File: config.mk
export PLATFORM = sky130hd
export DESIGN_NAME = smtwt_target
export DESIGN_NICKNAME = d
export VERILOG_FILES = /design/src/smtwt_pkg.sv /design/src/smtwt_filter.sv /design/src/smtwt_target.sv
export VERILOG_INCLUDE_DIRS = /design/src
export SDC_FILE = /design/constraint.sdc
export NUM_CORES = 1
export LEC_CHECK = 0
export ABC_AREA = 0
export BUFFER_PORTS_ARGS = -buffer_cell sky130_fd_sc_hd__buf_2
export CAP_MARGIN = 15
export CORE_MARGIN = 2
export CORE_UTILIZATION = 40
export CTS_BUF_LIST = sky130_fd_sc_hd__clkbuf_2
export CTS_CLUSTER_DIAMETER = 40
export DETAILED_ROUTE_END_ITERATION = 10
export GPL_ROUTABILITY_DRIVEN = 0
export PLACE_DENSITY = 0.72
export SLEW_MARGIN = 25
export SYNTH_ARGS = -nofsm -noshare
export SYNTH_HDL_FRONTEND = slang
export SYNTH_SLANG_ARGS = --single-unit
File: constraint.sdc
create_clock -name clk -period 2.07 [get_ports clk]
set_clock_uncertainty 0.15 [all_clocks]
set_input_delay 0.414 -clock clk [delete_from_list [all_inputs] [get_ports clk]]
set_output_delay 0.414 -clock clk [all_outputs]
set_load 0.01 [all_outputs]
File: src/smtwt_consts.svh
`ifndef SMTWT_CONSTS_SVH
`define SMTWT_CONSTS_SVH
// Device type code; value is arbitrary.
`define SMTWT_TYPE_CODE 4'h5
`define SMTWT_BITS_PER_UNIT 4'h8
`define SMTWT_ACK_BIT 4'h8
`define SMTWT_MEM_ADDR_BYTES 2'h2
`define SMTWT_FILTER_LEN 2'h2
`endif

File: src/smtwt_pkg.sv
package smtwt_pkg;
   typedef enum logic [4:0] {
      SMTWT_IDLE = 5'h01,
      SMTWT_RX = 5'h02,
      SMTWT_TX = 5'h04,
      SMTWT_ACK = 5'h08,
      SMTWT_WAIT = 5'h10
   } smtwt_state_e;
   typedef logic [7:0] smtwt_byte_t;
endpackage

File: src/smtwt_filter.sv
`include "smtwt_consts.svh"
// ***********************************************
// Two-stage synchroniser followed by a glitch filter.
// ***********************************************
module smtwt_filter (
   input wire logic clk,
   input wire logic resetn,
   input wire logic din,
   output logic dout
);
   logic s1;
   logic s2;
   logic [1:0] cnt;
   always_ff @(posedge clk) begin
      if (!resetn) begin
         s1 <= 1'b1;
         s2 <= 1'b1;
      end else begin
         s1 <= din;
         s2 <= s1;
      end
   end
   // The output follows only a level that stays for the filter length.
   always_ff @(posedge clk) begin
      if (!resetn) begin
         cnt <= 2'h0;
         dout <= 1'b1;
      end else if (s2 == dout) begin
         cnt <= 2'h0;
      end else if (cnt == `SMTWT_FILTER_LEN - 2'h1) begin
         cnt <= 2'h0;
         dout <= s2;
      end else begin
         cnt <= cnt + 2'h1;
      end
   end
endmodule // smtwt_filter

File: src/smtwt_target.sv
// What this block does
// - Sample data on rising, change on falling clock.
// - Data line only pulled low or released.
// - Respond only when select code matches pins.
// - Unconnected select pins read as low.
// - Write protect high refuses all memory writes.
// - Reads proceed whatever the write protect level.
// - Unconnected write protect reads as low.
// - Data changes only while clock is low.
// - Data falling with clock high is start.
// - Stop ends any access, returns to standby.
// - Writes need no programming delay after stop.
// - Receiver acknowledges each byte on ninth clock.
// - Transmitter releases data during the ninth clock.
// - Stop before acknowledge abandons operation to standby.
// - After not-acknowledge, release the data line.
// - First byte: type, select two-one-zero, direction.
// - Eighth address bit zero writes, one reads.
// - Mismatching type or select stays silent in standby.
// - Two memory address bytes follow, each acknowledged.
`include "smtwt_consts.svh"
module smtwt_target (
   input wire logic clk,
   input wire logic resetn,
   input wire logic scl_in,
   input wire logic sda_in,
   output logic sda_out,
   output logic sda_oe,
   input wire logic select_pin_0,
   input wire logic select_pin_1,
   input wire logic select_pin_2,
   input wire logic write_protect,
   output smtwt_pkg::smtwt_byte_t mem_addr_hi,
   output smtwt_pkg::smtwt_byte_t mem_addr_lo,
   output logic addr_load,
   output smtwt_pkg::smtwt_byte_t wr_data,
   output logic wr_strobe,
   output logic rd_strobe,
   input wire smtwt_pkg::smtwt_byte_t rd_data,
   output logic busy
);
   import smtwt_pkg::*;

   // ***********************************************
   // Line conditioning and edge detection.
   // ***********************************************
   logic scl_f;
   logic sda_f;
   logic scl_d;
   logic sda_d;
   logic [2:0] sel_s1;
   logic [2:0] sel_s2;
   logic wp_s1;
   logic wp_s2;
   smtwt_filter u_scl (.clk(clk), .resetn(resetn), .din(scl_in), .dout(scl_f));
   smtwt_filter u_sda (.clk(clk), .resetn(resetn), .din(sda_in), .dout(sda_f));

   always_ff @(posedge clk) begin
      if (!resetn) begin
         scl_d <= 1'b1;
         sda_d <= 1'b1;
      end else begin
         scl_d <= scl_f;
         sda_d <= sda_f;
      end
   end

   // Straps and write protect are pins; an open pin is pulled low outside.
   always_ff @(posedge clk) begin
      if (!resetn) begin
         sel_s1 <= 3'h0;
         sel_s2 <= 3'h0;
         wp_s1 <= 1'b0;
         wp_s2 <= 1'b0;
      end else begin
         sel_s1 <= {select_pin_2, select_pin_1, select_pin_0};
         sel_s2 <= sel_s1;
         wp_s1 <= write_protect;
         wp_s2 <= wp_s1;
      end
   end

   logic scl_rise;
   logic scl_fall;
   logic start_cond;
   logic stop_cond;
   assign scl_rise = scl_f && !scl_d;
   assign scl_fall = !scl_f && scl_d;
   assign start_cond = scl_f && scl_d && sda_d && !sda_f;
   assign stop_cond = scl_f && scl_d && !sda_d && sda_f;

   // ***********************************************
   // Transfer sequencing.
   // ***********************************************
   smtwt_state_e state;
   smtwt_byte_t shreg;
   logic [3:0] bitcnt;
   logic [1:0] phase;
   logic read_dir;
   logic ack_low;
   logic ack_rcv;
   logic addressed;
   logic ack_given;
   logic match;
   assign match = (shreg[7:4] == `SMTWT_TYPE_CODE) && (shreg[3:1] == sel_s2);

   always_ff @(posedge clk) begin
      if (!resetn || stop_cond) begin
         state <= SMTWT_IDLE;
         bitcnt <= 4'h0;
         phase <= 2'h0;
         read_dir <= 1'b0;
         ack_low <= 1'b0;
         ack_rcv <= 1'b0;
         addressed <= 1'b0;
         ack_given <= 1'b0;
         shreg <= 8'h00;
      end else if (start_cond) begin
         state <= SMTWT_RX;
         bitcnt <= 4'h0;
         phase <= 2'h0;
         addressed <= 1'b0;
         ack_low <= 1'b0;
         ack_given <= 1'b0;
      end else begin
         case (state)
            SMTWT_IDLE: begin
               bitcnt <= 4'h0;
            end
            SMTWT_RX: begin
               if (scl_rise) begin
                  shreg <= {shreg[6:0], sda_f};
                  bitcnt <= bitcnt + 4'h1;
               end else if (scl_fall && bitcnt == `SMTWT_BITS_PER_UNIT) begin
                  bitcnt <= 4'h0;
                  state <= SMTWT_ACK;
                  ack_given <= 1'b0;
                  if (!addressed) begin
                     ack_low <= match;
                     read_dir <= shreg[0];
                     addressed <= match;
                     phase <= 2'h0;
                  end else begin
                     ack_low <= 1'b1;
                     if (phase != `SMTWT_MEM_ADDR_BYTES) begin
                        phase <= phase + 2'h1;
                     end
                  end
               end
            end
            SMTWT_ACK: begin
               // Ninth clock: falling edge ends it.
               if (scl_rise) begin
                  ack_given <= 1'b1;
               end else if (scl_fall && ack_given) begin
                  ack_low <= 1'b0;
                  if (!addressed) begin
                     state <= SMTWT_IDLE;
                  end else if (read_dir) begin
                     state <= SMTWT_TX;
                     shreg <= rd_data;
                  end else begin
                     state <= SMTWT_RX;
                  end
               end
            end
            SMTWT_TX: begin
               if (scl_fall) begin
                  if (bitcnt == `SMTWT_BITS_PER_UNIT - 4'h1) begin
                     state <= SMTWT_WAIT;
                     bitcnt <= 4'h0;
                     ack_given <= 1'b0;
                  end else begin
                     shreg <= {shreg[6:0], 1'b0};
                     bitcnt <= bitcnt + 4'h1;
                  end
               end
            end
            SMTWT_WAIT: begin
               if (scl_rise) begin
                  ack_rcv <= !sda_f;
                  ack_given <= 1'b1;
               end else if (scl_fall && ack_given) begin
                  if (ack_rcv) begin
                     state <= SMTWT_TX;
                     shreg <= rd_data;
                  end else begin
                     state <= SMTWT_IDLE;
                  end
               end
            end
            default: begin
               state <= SMTWT_IDLE;
            end
         endcase
      end
   end

   // ***********************************************
   // Memory side strobes, each one clock wide.
   // ***********************************************
   logic byte_done;
   assign byte_done = (state == SMTWT_RX) && scl_fall && (bitcnt == `SMTWT_BITS_PER_UNIT) && addressed;

   always_ff @(posedge clk) begin
      if (!resetn) begin
         mem_addr_hi <= 8'h00;
         mem_addr_lo <= 8'h00;
         addr_load <= 1'b0;
         wr_data <= 8'h00;
         wr_strobe <= 1'b0;
         rd_strobe <= 1'b0;
         busy <= 1'b0;
      end else begin
         addr_load <= 1'b0;
         wr_strobe <= 1'b0;
         rd_strobe <= 1'b0;
         busy <= (state != SMTWT_IDLE);
         if (byte_done && !stop_cond && !start_cond) begin
            if (phase == 2'h0) begin
               mem_addr_hi <= shreg;
            end else if (phase == 2'h1) begin
               mem_addr_lo <= shreg;
               addr_load <= 1'b1;
            end else begin
               wr_data <= shreg;
               // Write completes at once; nothing is held after stop.
               wr_strobe <= !wp_s2;
            end
         end
         // Each byte sent advances the read address regardless of protect.
         if (!stop_cond && !start_cond && scl_fall &&
             ((state == SMTWT_ACK && addressed && read_dir && ack_given) ||
              (state == SMTWT_WAIT && ack_given && ack_rcv))) begin
            rd_strobe <= 1'b1;
         end
      end
   end

   // ***********************************************
   // Open-drain data driver, updated on falling clock and released on start or stop.
   // ***********************************************
   logic next_pull;
   always_comb begin
      next_pull = 1'b0;
      if (state == SMTWT_RX && bitcnt == `SMTWT_BITS_PER_UNIT) begin
         next_pull = addressed || match;
         if (!addressed) begin
            next_pull = match;
         end
      end else if (state == SMTWT_ACK && !ack_given) begin
         next_pull = ack_low;
      end else if (state == SMTWT_ACK && ack_given && addressed && read_dir) begin
         next_pull = !rd_data[7];
      end else if (state == SMTWT_TX) begin
         next_pull = (bitcnt == `SMTWT_BITS_PER_UNIT - 4'h1) ? 1'b0 : !shreg[6];
      end else if (state == SMTWT_WAIT && ack_given && ack_rcv) begin
         next_pull = !rd_data[7];
      end
   end

   always_ff @(posedge clk) begin
      if (!resetn || stop_cond || start_cond) begin
         sda_oe <= 1'b0;
      end else if (scl_fall) begin
         sda_oe <= next_pull;
      end
   end

   always_ff @(posedge clk) begin
      if (!resetn) begin
         sda_out <= 1'b0;
      end else begin
         sda_out <= 1'b0;
      end
   end
endmodule // smtwt_target

==> results summary, run 1 <==
The largest fanout on the critical path came out at 10. The average vias per placed instance came out at 5.41. The multiplexer share of the synthesized area is 10.7%. The final-report max-slew violation count is 0.

The total congestion overflow after global routing is 0. The portion of the clock cycle consumed by the worst path in the final layout is 102%. The final critical-path required period came out at 2120 ps. The largest total area in the synthesized netlist belongs to sky130_fd_sc_hd__dfxtp_1. The xor/xnor cell area share of the yosys netlist came out at between 2 and 3%. The sum of routed wire length over all layers came out at approximately 8500 um. The library cells used most frequently in the layout, excluding fill and tap cells, are sky130_fd_sc_hd__dfxtp_1, sky130_fd_sc_hd__buf_2, sky130_fd_sc_hd__buf_4. The die outline width came out at approximately 96 um. By startpoint and endpoint, the worst setup path is classified as flop to flop. The commonest register cell after synthesis is sky130_fd_sc_hd__dfxtp_1.

STA classifies the critical path startpoint as a flop. The I/O pin count came out at 46. The timing-limited maximum frequency is approximately 470 MHz. The clock-pin slew on the worst setup and hold paths came out at 280 ps.

The initial antenna violation count is 1. The site row count is 33. The number of flops mapped to enable cells by yosys came out at 0. The die covers approximately 9200 um2. The clock drives 73 sinks. From synthesis to final layout, the design area changed by 25.7%. The area share of the largest cell type after synthesis came out at 43.2%.

CTS built an H-tree with a depth of 3. The clock tree buffer depth is 2. Traced cell by cell, the critical path runs through buf_4 -> nor4_4 -> nand4_1 -> nor4b_2 -> buf_4 -> mux2i_1 -> nor2b_1. The largest net degree at the start of global routing is 46. The number of global-route vias before repair was 2713. The hold violation total from the final report came out at 0. IR analysis of the VDD net gives a maximum drop of 0.000333 V. The number of distinct library cells after synthesis is a little over 50. The dominant combinational cell family by area after synthesis is simple AND/OR/NAND/NOR gates. The async set or reset register ratio after synthesis came out at 0%.

The number of input and output port buffers inserted is 44. In the synthesized netlist, the number of instances is around 360. The simple-gate portion of the synthesized area is approximately a quarter. The leading cell type in the layout, fill and taps excluded is sky130_fd_sc_hd__dfxtp_1. The initial cell density of the core came out at 41.1%. The synthesized netlist occupies a cell area of between 3000 and 4000 um2. The final setup violation count came out at 10. For this run, design rule violations remaining after detail routing come to 0. The post-place setup slack is -41.0 ps.

The number of maximum-capacitance constraint violations is 0. The number of DRC markers after the initial detailed-route iteration is 216. Ranked by total cell area, the synthesized netlist is headed by sky130_fd_sc_hd__dfxtp_1, sky130_fd_sc_hd__mux2i_1, sky130_fd_sc_hd__nor2b_1. The final worst slack came out at -47.2 ps. The pre-antenna-repair detailed-routing pass consisted of 5 iterations. TritonCTS built the clock tree. In this design, the stage delay of the slowest critical-path cell is approximately 400 ps. The leakage power summed over all cells came out at between 1.5 and 2 nW. Dividing the detail-routed wire length by the instance count gives 15.4 um. The die is between 90 and 100 um tall. In this design, the critical path's most frequently occurring cell is sky130_fd_sc_hd__buf_4.

The filler cell count in the final layout came out at around 740. Setup repair after global routing could not meet its margin everywhere. The number of nets in the synthesized netlist is 380. The first global-routing pass estimated 12800 um of wire. The final route contains approximately 3000 vias.

The synthesized-area fraction occupied by adder cells came out at 2.59%. The checks that failed: negative setup slack. STA classifies the critical path endpoint as a flop. The number of nets in the layout came out at approximately 460. The count of yosys warnings during synthesis is 0. The power per standard cell area came out at between 500 and 600 nW/um2. The placeable core region came out at about 8000 um2. The flow ran to the end, but the final reports show violations. Global routing used a little under a fifth of the available tracks across all layers. The relative max-transition margin came out at 63.2%. The CTS buffer count is 9.

The number of storage elements in the synthesis netlist came out at between 70 and 80. Data on the critical path arrives at its endpoint at between 2000 and 2500 ps. The average size of a mapped cell came out at 9.47 um2. The largest individual stage delay along the critical path comes from the cell sky130_fd_sc_hd__dfxtp_1.

The post-detailed-placement half-perimeter wirelength came out at 5920 um. The worst-skew pair later-pin latency came out at 570 ps. The synthesized-area fraction occupied by ao, oa, aoi and oai cells came out at 12.0%.

At the worst endpoint, the required time is ~2400 ps. The count of nets left with antenna violations once routing finished came out at 0. Clock tree synthesis selected as its root buffer the cell sky130_fd_sc_hd__clkbuf_2. The final cell count without fillers is 550.

The sequential area share after synthesis is between 40% and 50%. The path class of the tightest hold or removal check is input port to flop. For the pin with the worst max-slew slack, the measured transition is around 550 ps. The number of instances in the placed design came out at 520. The layout cell share with drive strength beyond 1 came out at around 30%.
metal layers:
| metal | vias to the layer above | track usage (%) | wire length [um] |
|---|---|---|---|
| met5 | - | 0 | 0 |
| met3 | 28 | 5.09 | 527 |
| met2 | 121 | 29.5 | 4010 |
| met4 | 0 | 7.02 | 264 |
| met1 | 1399 | 23.6 | 3700 |
| li1 | 1430 | - | - |
stage by stage:
stage / util, % / hold WS, ps / total power [mW] / setup TNS (ps) / cell area, um2
finish: 51.7 / 63.1 / 2.49 / -167 / 4250
global route: 51.7 / 42.7 / 2.59 / -1490 / 4250
CTS: 50.4 / 56.2 / 2.48 / -11.1 / 4140
detailed placement: 47.6 / 239 / 1.64 / -41.0 / 3910
global placement: 47.6 / 240 / 1.64 / 0 / 3910
floorplan: - / 224 / 1.58 / 0 / 3380
worst paths after layout:
check | start | to | slack [ps] | depth (start not counted)
setup / recovery | state[0]$_SDFFE_PP1P_ | wr_data[4]$_SDFFE_PN0P_ | -50 | 7
hold / removal | rd_data[3] | shreg[3]$_SDFFE_PP0P_ | 60 | 3
setup reg to reg | state[0]$_SDFFE_PP1P_ | wr_data[4]$_SDFFE_PN0P_ | -50 | 7
hold reg to reg | wp_s2$_SDFF_PN0_ | wr_strobe$_SDFF_PP0_ | 270 | 1
cell type report:
type                    instances  area (um2)  area share [%]
flip-flops and latches         73        1470            34.5
repair buffers                 93         629            14.8
inverters                      10        37.5           0.883
diodes                          1        2.50          0.0589
clock buffers                   9        45.0            1.06
clock inverters                 7        78.8            1.86
multi-input cells             252        1860            43.7
well taps                     105         131            3.09
cell usage after synthesis (all sizes together), types with 4 or more instances:
library cell and n:
dfxtp 73, mux2i 36, nor2b 28, nor2 22
nand2 20, a21oi 14, nand3 13, and2 11
buf 11, clkbuf 11, a31oi 10, inv 10
a211oi 8, ha 7, nand2b 7, nand3b 7
o21ai 7, xor2 7, nor3 6, nand4 5
nor4 4, o211ai 4
worst max-delay path, delay by kind of cell, from the launching register on:
kind	cells	cell delay (ps)
buf+inv	2	420
flops	1	400
mux	1	230
simple gates	4	790
logic make-up after synthesis:
kind of cell,count (synthesis)
flops,73
other cells,1
buf+inv,32
compound gates,58
fa+ha+maj,7
xor+xnor,10
simple gates,140
mux,36
sequential cells by signal (all words and copies together), names as in the netlist, 2 cells and up:
signal,cells
bitcnt,4
mem_addr_hi,8
mem_addr_lo,8
phase,2
sel_s1,3
sel_s2,3
shreg,8
state,5
u_scl.cnt,2
u_sda.cnt,2
wr_data,8
power by group:
group	total [mW]	internal, mW	leakage (nW)	switching, mW
Sequential	1.44	1.43	0.594	0.0113
Combinational	0.197	0.0919	1.11	0.105
Clock	0.857	0.291	0.0704	0.566
what timing repair did:
action | 4_1_cts | 5_1_grt
endpoints found under the setup margin | 7 | 36
resized for setup | 5 | 25
setup buffers | 2 | 4
hold endpoints to repair | 7 | 0
hold buffers | 7 | 0
pin swaps | 3 | 11
(Power assumes the default switching activity.)
==> run 2, diff against run 1 <==
MAX_ROUTING_LAYER = met4   (was default)
==> run 2 against run 1 <==
Compared with the run above:
- the run still ends with negative setup slack left
- combinational power hardly changed
- die area unchanged
- first-iteration DRC count rose by 15%
- largest power group unchanged
==> results summary, run 2 (same netlist as run 1, synthesis figures left out) <==
The run finished, with violations left. The final reports fail on negative setup slack. The endpoint of the worst-slack reg-to-reg timing path is state[3]$_SDFFE_PP0P_. The actual slew at the worst max-slew pin is 527 ps (-23.1 ps). The TritonCTS clock tree is yes. The final critical-path required period came out at 2120 ps (+6.12 ps). The library cell used most frequently in the layout, excluding fill and tap cells, is sky130_fd_sc_hd__dfxtp_1. The total congestion overflow after global routing came out at 0 (unchanged). The CTS buffer count is 9 (unchanged). By startpoint and endpoint, the worst setup path is classified as flop to flop. The worst-skew pair later-pin latency came out at 560 ps (about the same). The synthesis-to-layout area growth came out at 25.9%. The number of clock sinks seen by CTS was 73 (unchanged). The final-report max-slew violation count came out at 0 (unchanged). The number of design rule violations left after detail routing is 0 (unchanged). The utilization after layout came out at 51.8% (+0.061 points). The instance count along the most critical hold path came out at 3 (unchanged). In the layout the commonest cells are sky130_fd_sc_hd__dfxtp_1, sky130_fd_sc_hd__buf_2, sky130_fd_sc_hd__buf_4. The leakage power summed over all cells came out at 1.77 nW (about the same). The post-detailed-placement half-perimeter wirelength is 5920 um (unchanged). The number of maximum-capacitance constraint violations came out at 0 (unchanged).

The largest fanout on the critical path came out at 10 (unchanged). The clock network fraction of total power came out at 34.4% (about the same). The worst hold path begins at rd_data[3].

The site row count was 33 (unchanged). The final total power is 2.50 mW (+0.12%). The die outline area came out at 9200 um2 (unchanged). The path with the worst hold slack has its endpoint at shreg[3]$_SDFFE_PP0P_. STA classifies the critical path startpoint as a flop. The number of nets in the layout is 462 (unchanged).

The initial cell density of the core came out at 41.1% (unchanged). The filler cell count in the final layout came out at 737 (+0.14%). The clock-pin slew on the worst setup and hold paths is 280 ps (about the same). The largest net degree at the start of global routing is 46 (unchanged). The final design instance area without fill came out at 4250 um2 (+0.12%). The number of DRC markers after the initial detailed-route iteration came out at 249 (+15%).

The global-route wire length before repair is 12800 um (about the same). The internal portion of total power is 1.81 mW (about the same). The initial antenna violation count came out at 1 (unchanged). The final setup violation count was 3 (-7).

The number of input and output port buffers inserted came out at 44 (unchanged). Setup repair after global routing could not meet its margin everywhere. The combinational group share of total power came out at 7.9% (about the same). The logic depth of the worst register-to-register path is 7 (unchanged).

The maximum level of the CTS H-tree is 3 (unchanged). The first-pass detailed-route iteration total is 5 (unchanged). The data required time of the critical path came out at 2440 ps (+80 ps).

The relative max-transition margin is 64.8% (+1.5 points). The part of the total power dissipated in sequential elements is 57.7% (about the same). The peak supply drop came to 0.000333 V (-0.16%). The layout cell share with drive strength beyond 1 came to 30.2% (+0.45 points).

The min-delay analysis places its worst path in the category input port to flop. The average detailed-routed wire length per instance is 15.4 um (about the same). The overall routing resource usage is 18.9% (+0.51 points).

CTS placed an instance of sky130_fd_sc_hd__clkbuf_2 at the clock tree root. The overall die height came out at 95.9 um (unchanged). The flop-to-flop setup slack came to -50 ps (about the same). The combined flip-flop and latch cell area is 1470 um2 (unchanged). The total number of vias came out at 3006 (+0.94%). The net switching fraction of the power came out at 27.4% (+0.065 points). The worst register-to-register path begins at state[0]$_SDFFE_PP1P_. The average vias per placed instance is 5.47 (+0.94%). The nature of the critical path endpoint is a flop. The clock tree buffer depth is 2 (unchanged). The timing-limited maximum frequency came out at 471 MHz (-0.29%).

The total cell area at the placement stage is 3910 um2 (unchanged). The multi-input logic area is 1860 um2 (+0.27%). The number of antenna-violating nets in the routed design came out at 0 (unchanged). The critical path data arrival time came out at 2500 ps (+90 ps). The power per standard cell area came out at 587 nW/um2 (about the same).

The portion of the clock cycle consumed by the worst path in the final layout is 103% (+0.30 points). The reported net switching power was 0.684 mW (+0.36%). The sum of routed wire length over all layers came out at 8490 um (about the same). The placeable core region is 8220 um2 (unchanged).

The hold violation total from the final report is 0 (unchanged). The number of global-route vias before repair is 2715 (+0.074%). The die outline width is 95.9 um (unchanged).

The I/O pin count is 46 (unchanged). The final worst slack is -53.3 ps (-6.12 ps).
==> run 2: metal layers <==
layer	vias to the layer above	GRT usage (%)	share of wire, %	wire length [um]
met5	-	-	0	0
met4	0	7.74	2.9	245
met2	140	29.6	47	3990
met1	1408	23.5	43	3630
met3	26	4.62	7.3	620
li1	1432	-	-	-
==> run 2: worst max-delay path: stages, from the launching register on <==
cell and delay (ps):
sky130_fd_sc_hd__dfxtp_1 440, sky130_fd_sc_hd__buf_4 220, sky130_fd_sc_hd__nor4_4 70, sky130_fd_sc_hd__buf_4 130
sky130_fd_sc_hd__a31oi_2 230, sky130_fd_sc_hd__o221ai_2 210, sky130_fd_sc_hd__or4_1 500, sky130_fd_sc_hd__a21oi_1 140
==> run 2: stage by stage <==
stage / TNS (ps) / worst slack [ps] / cells / hold WS (ps)
6_report: -87.8 / -53.3 / 550 / 64.5
5_1_grt: -1620 / -124 / 550 / 47.4
4_1_cts: -11.1 / -11.1 / 545 / 56.2
3_5_place_dp: -41.0 / -41.0 / 520 / 239
3_3_place_gp: 0 / 19.3 / 520 / 240
2_1_floorplan: 0 / 49.2 / 357 / 224
==> run 2: layout make-up <==
| type | instances | area share, % |
|---|---|---|
| Inverter | 10 | 0.882 |
| Antenna cell | 1 | 0.0588 |
| Clock buffer | 9 | 1.06 |
| Sequential cell | 73 | 34.5 |
| Clock inverter | 7 | 1.85 |
| Multi-Input combinational cell | 252 | 43.8 |
| Tap cell | 105 | 3.09 |
| Timing Repair Buffer | 93 | 14.8 |
==> run 2: how the worst max path moves through the flow <==
stage	startpoint	endpoint	slack [ps]	cells after the start
after floorplan	state[3]$_SDFFE_PP0P_	mem_addr_hi[0]$_SDFFE_PN0P_	50	6
after global placement	bitcnt[0]$_SDFFE_PP0P_	state[3]$_SDFFE_PP0P_	20	7
after detailed placement	bitcnt[0]$_SDFFE_PP0P_	state[3]$_SDFFE_PP0P_	-40	7
after CTS	state[0]$_SDFFE_PP1P_	sda_oe$_SDFFE_PP0P_	-10	6
after global routing	state[0]$_SDFFE_PP1P_	wr_data[4]$_SDFFE_PN0P_	-120	7
final	state[0]$_SDFFE_PP1P_	state[3]$_SDFFE_PP0P_	-50	7
==> run 2: power by group through the flow <==
| stage | sequential, mW | clock (mW) | combinational (mW) |
|---|---|---|---|
| 2_1_floorplan | 1.46 | 0 | 0.114 |
| 3_3_place_gp | 1.47 | 0 | 0.171 |
| 3_5_place_dp | 1.47 | 0 | 0.174 |
| 4_1_cts | 1.44 | 0.860 | 0.184 |
| 5_1_grt | 1.44 | 0.932 | 0.212 |
| 6_report | 1.44 | 0.859 | 0.198 |
==> run 2: repair_timing <==
item,4_1_cts,5_1_grt
pin swaps,3,11
resized for setup,5,27
hold buffers,7,0
setup buffers,2,4
hold endpoints to repair,7,0
setup endpoints to repair,7,36
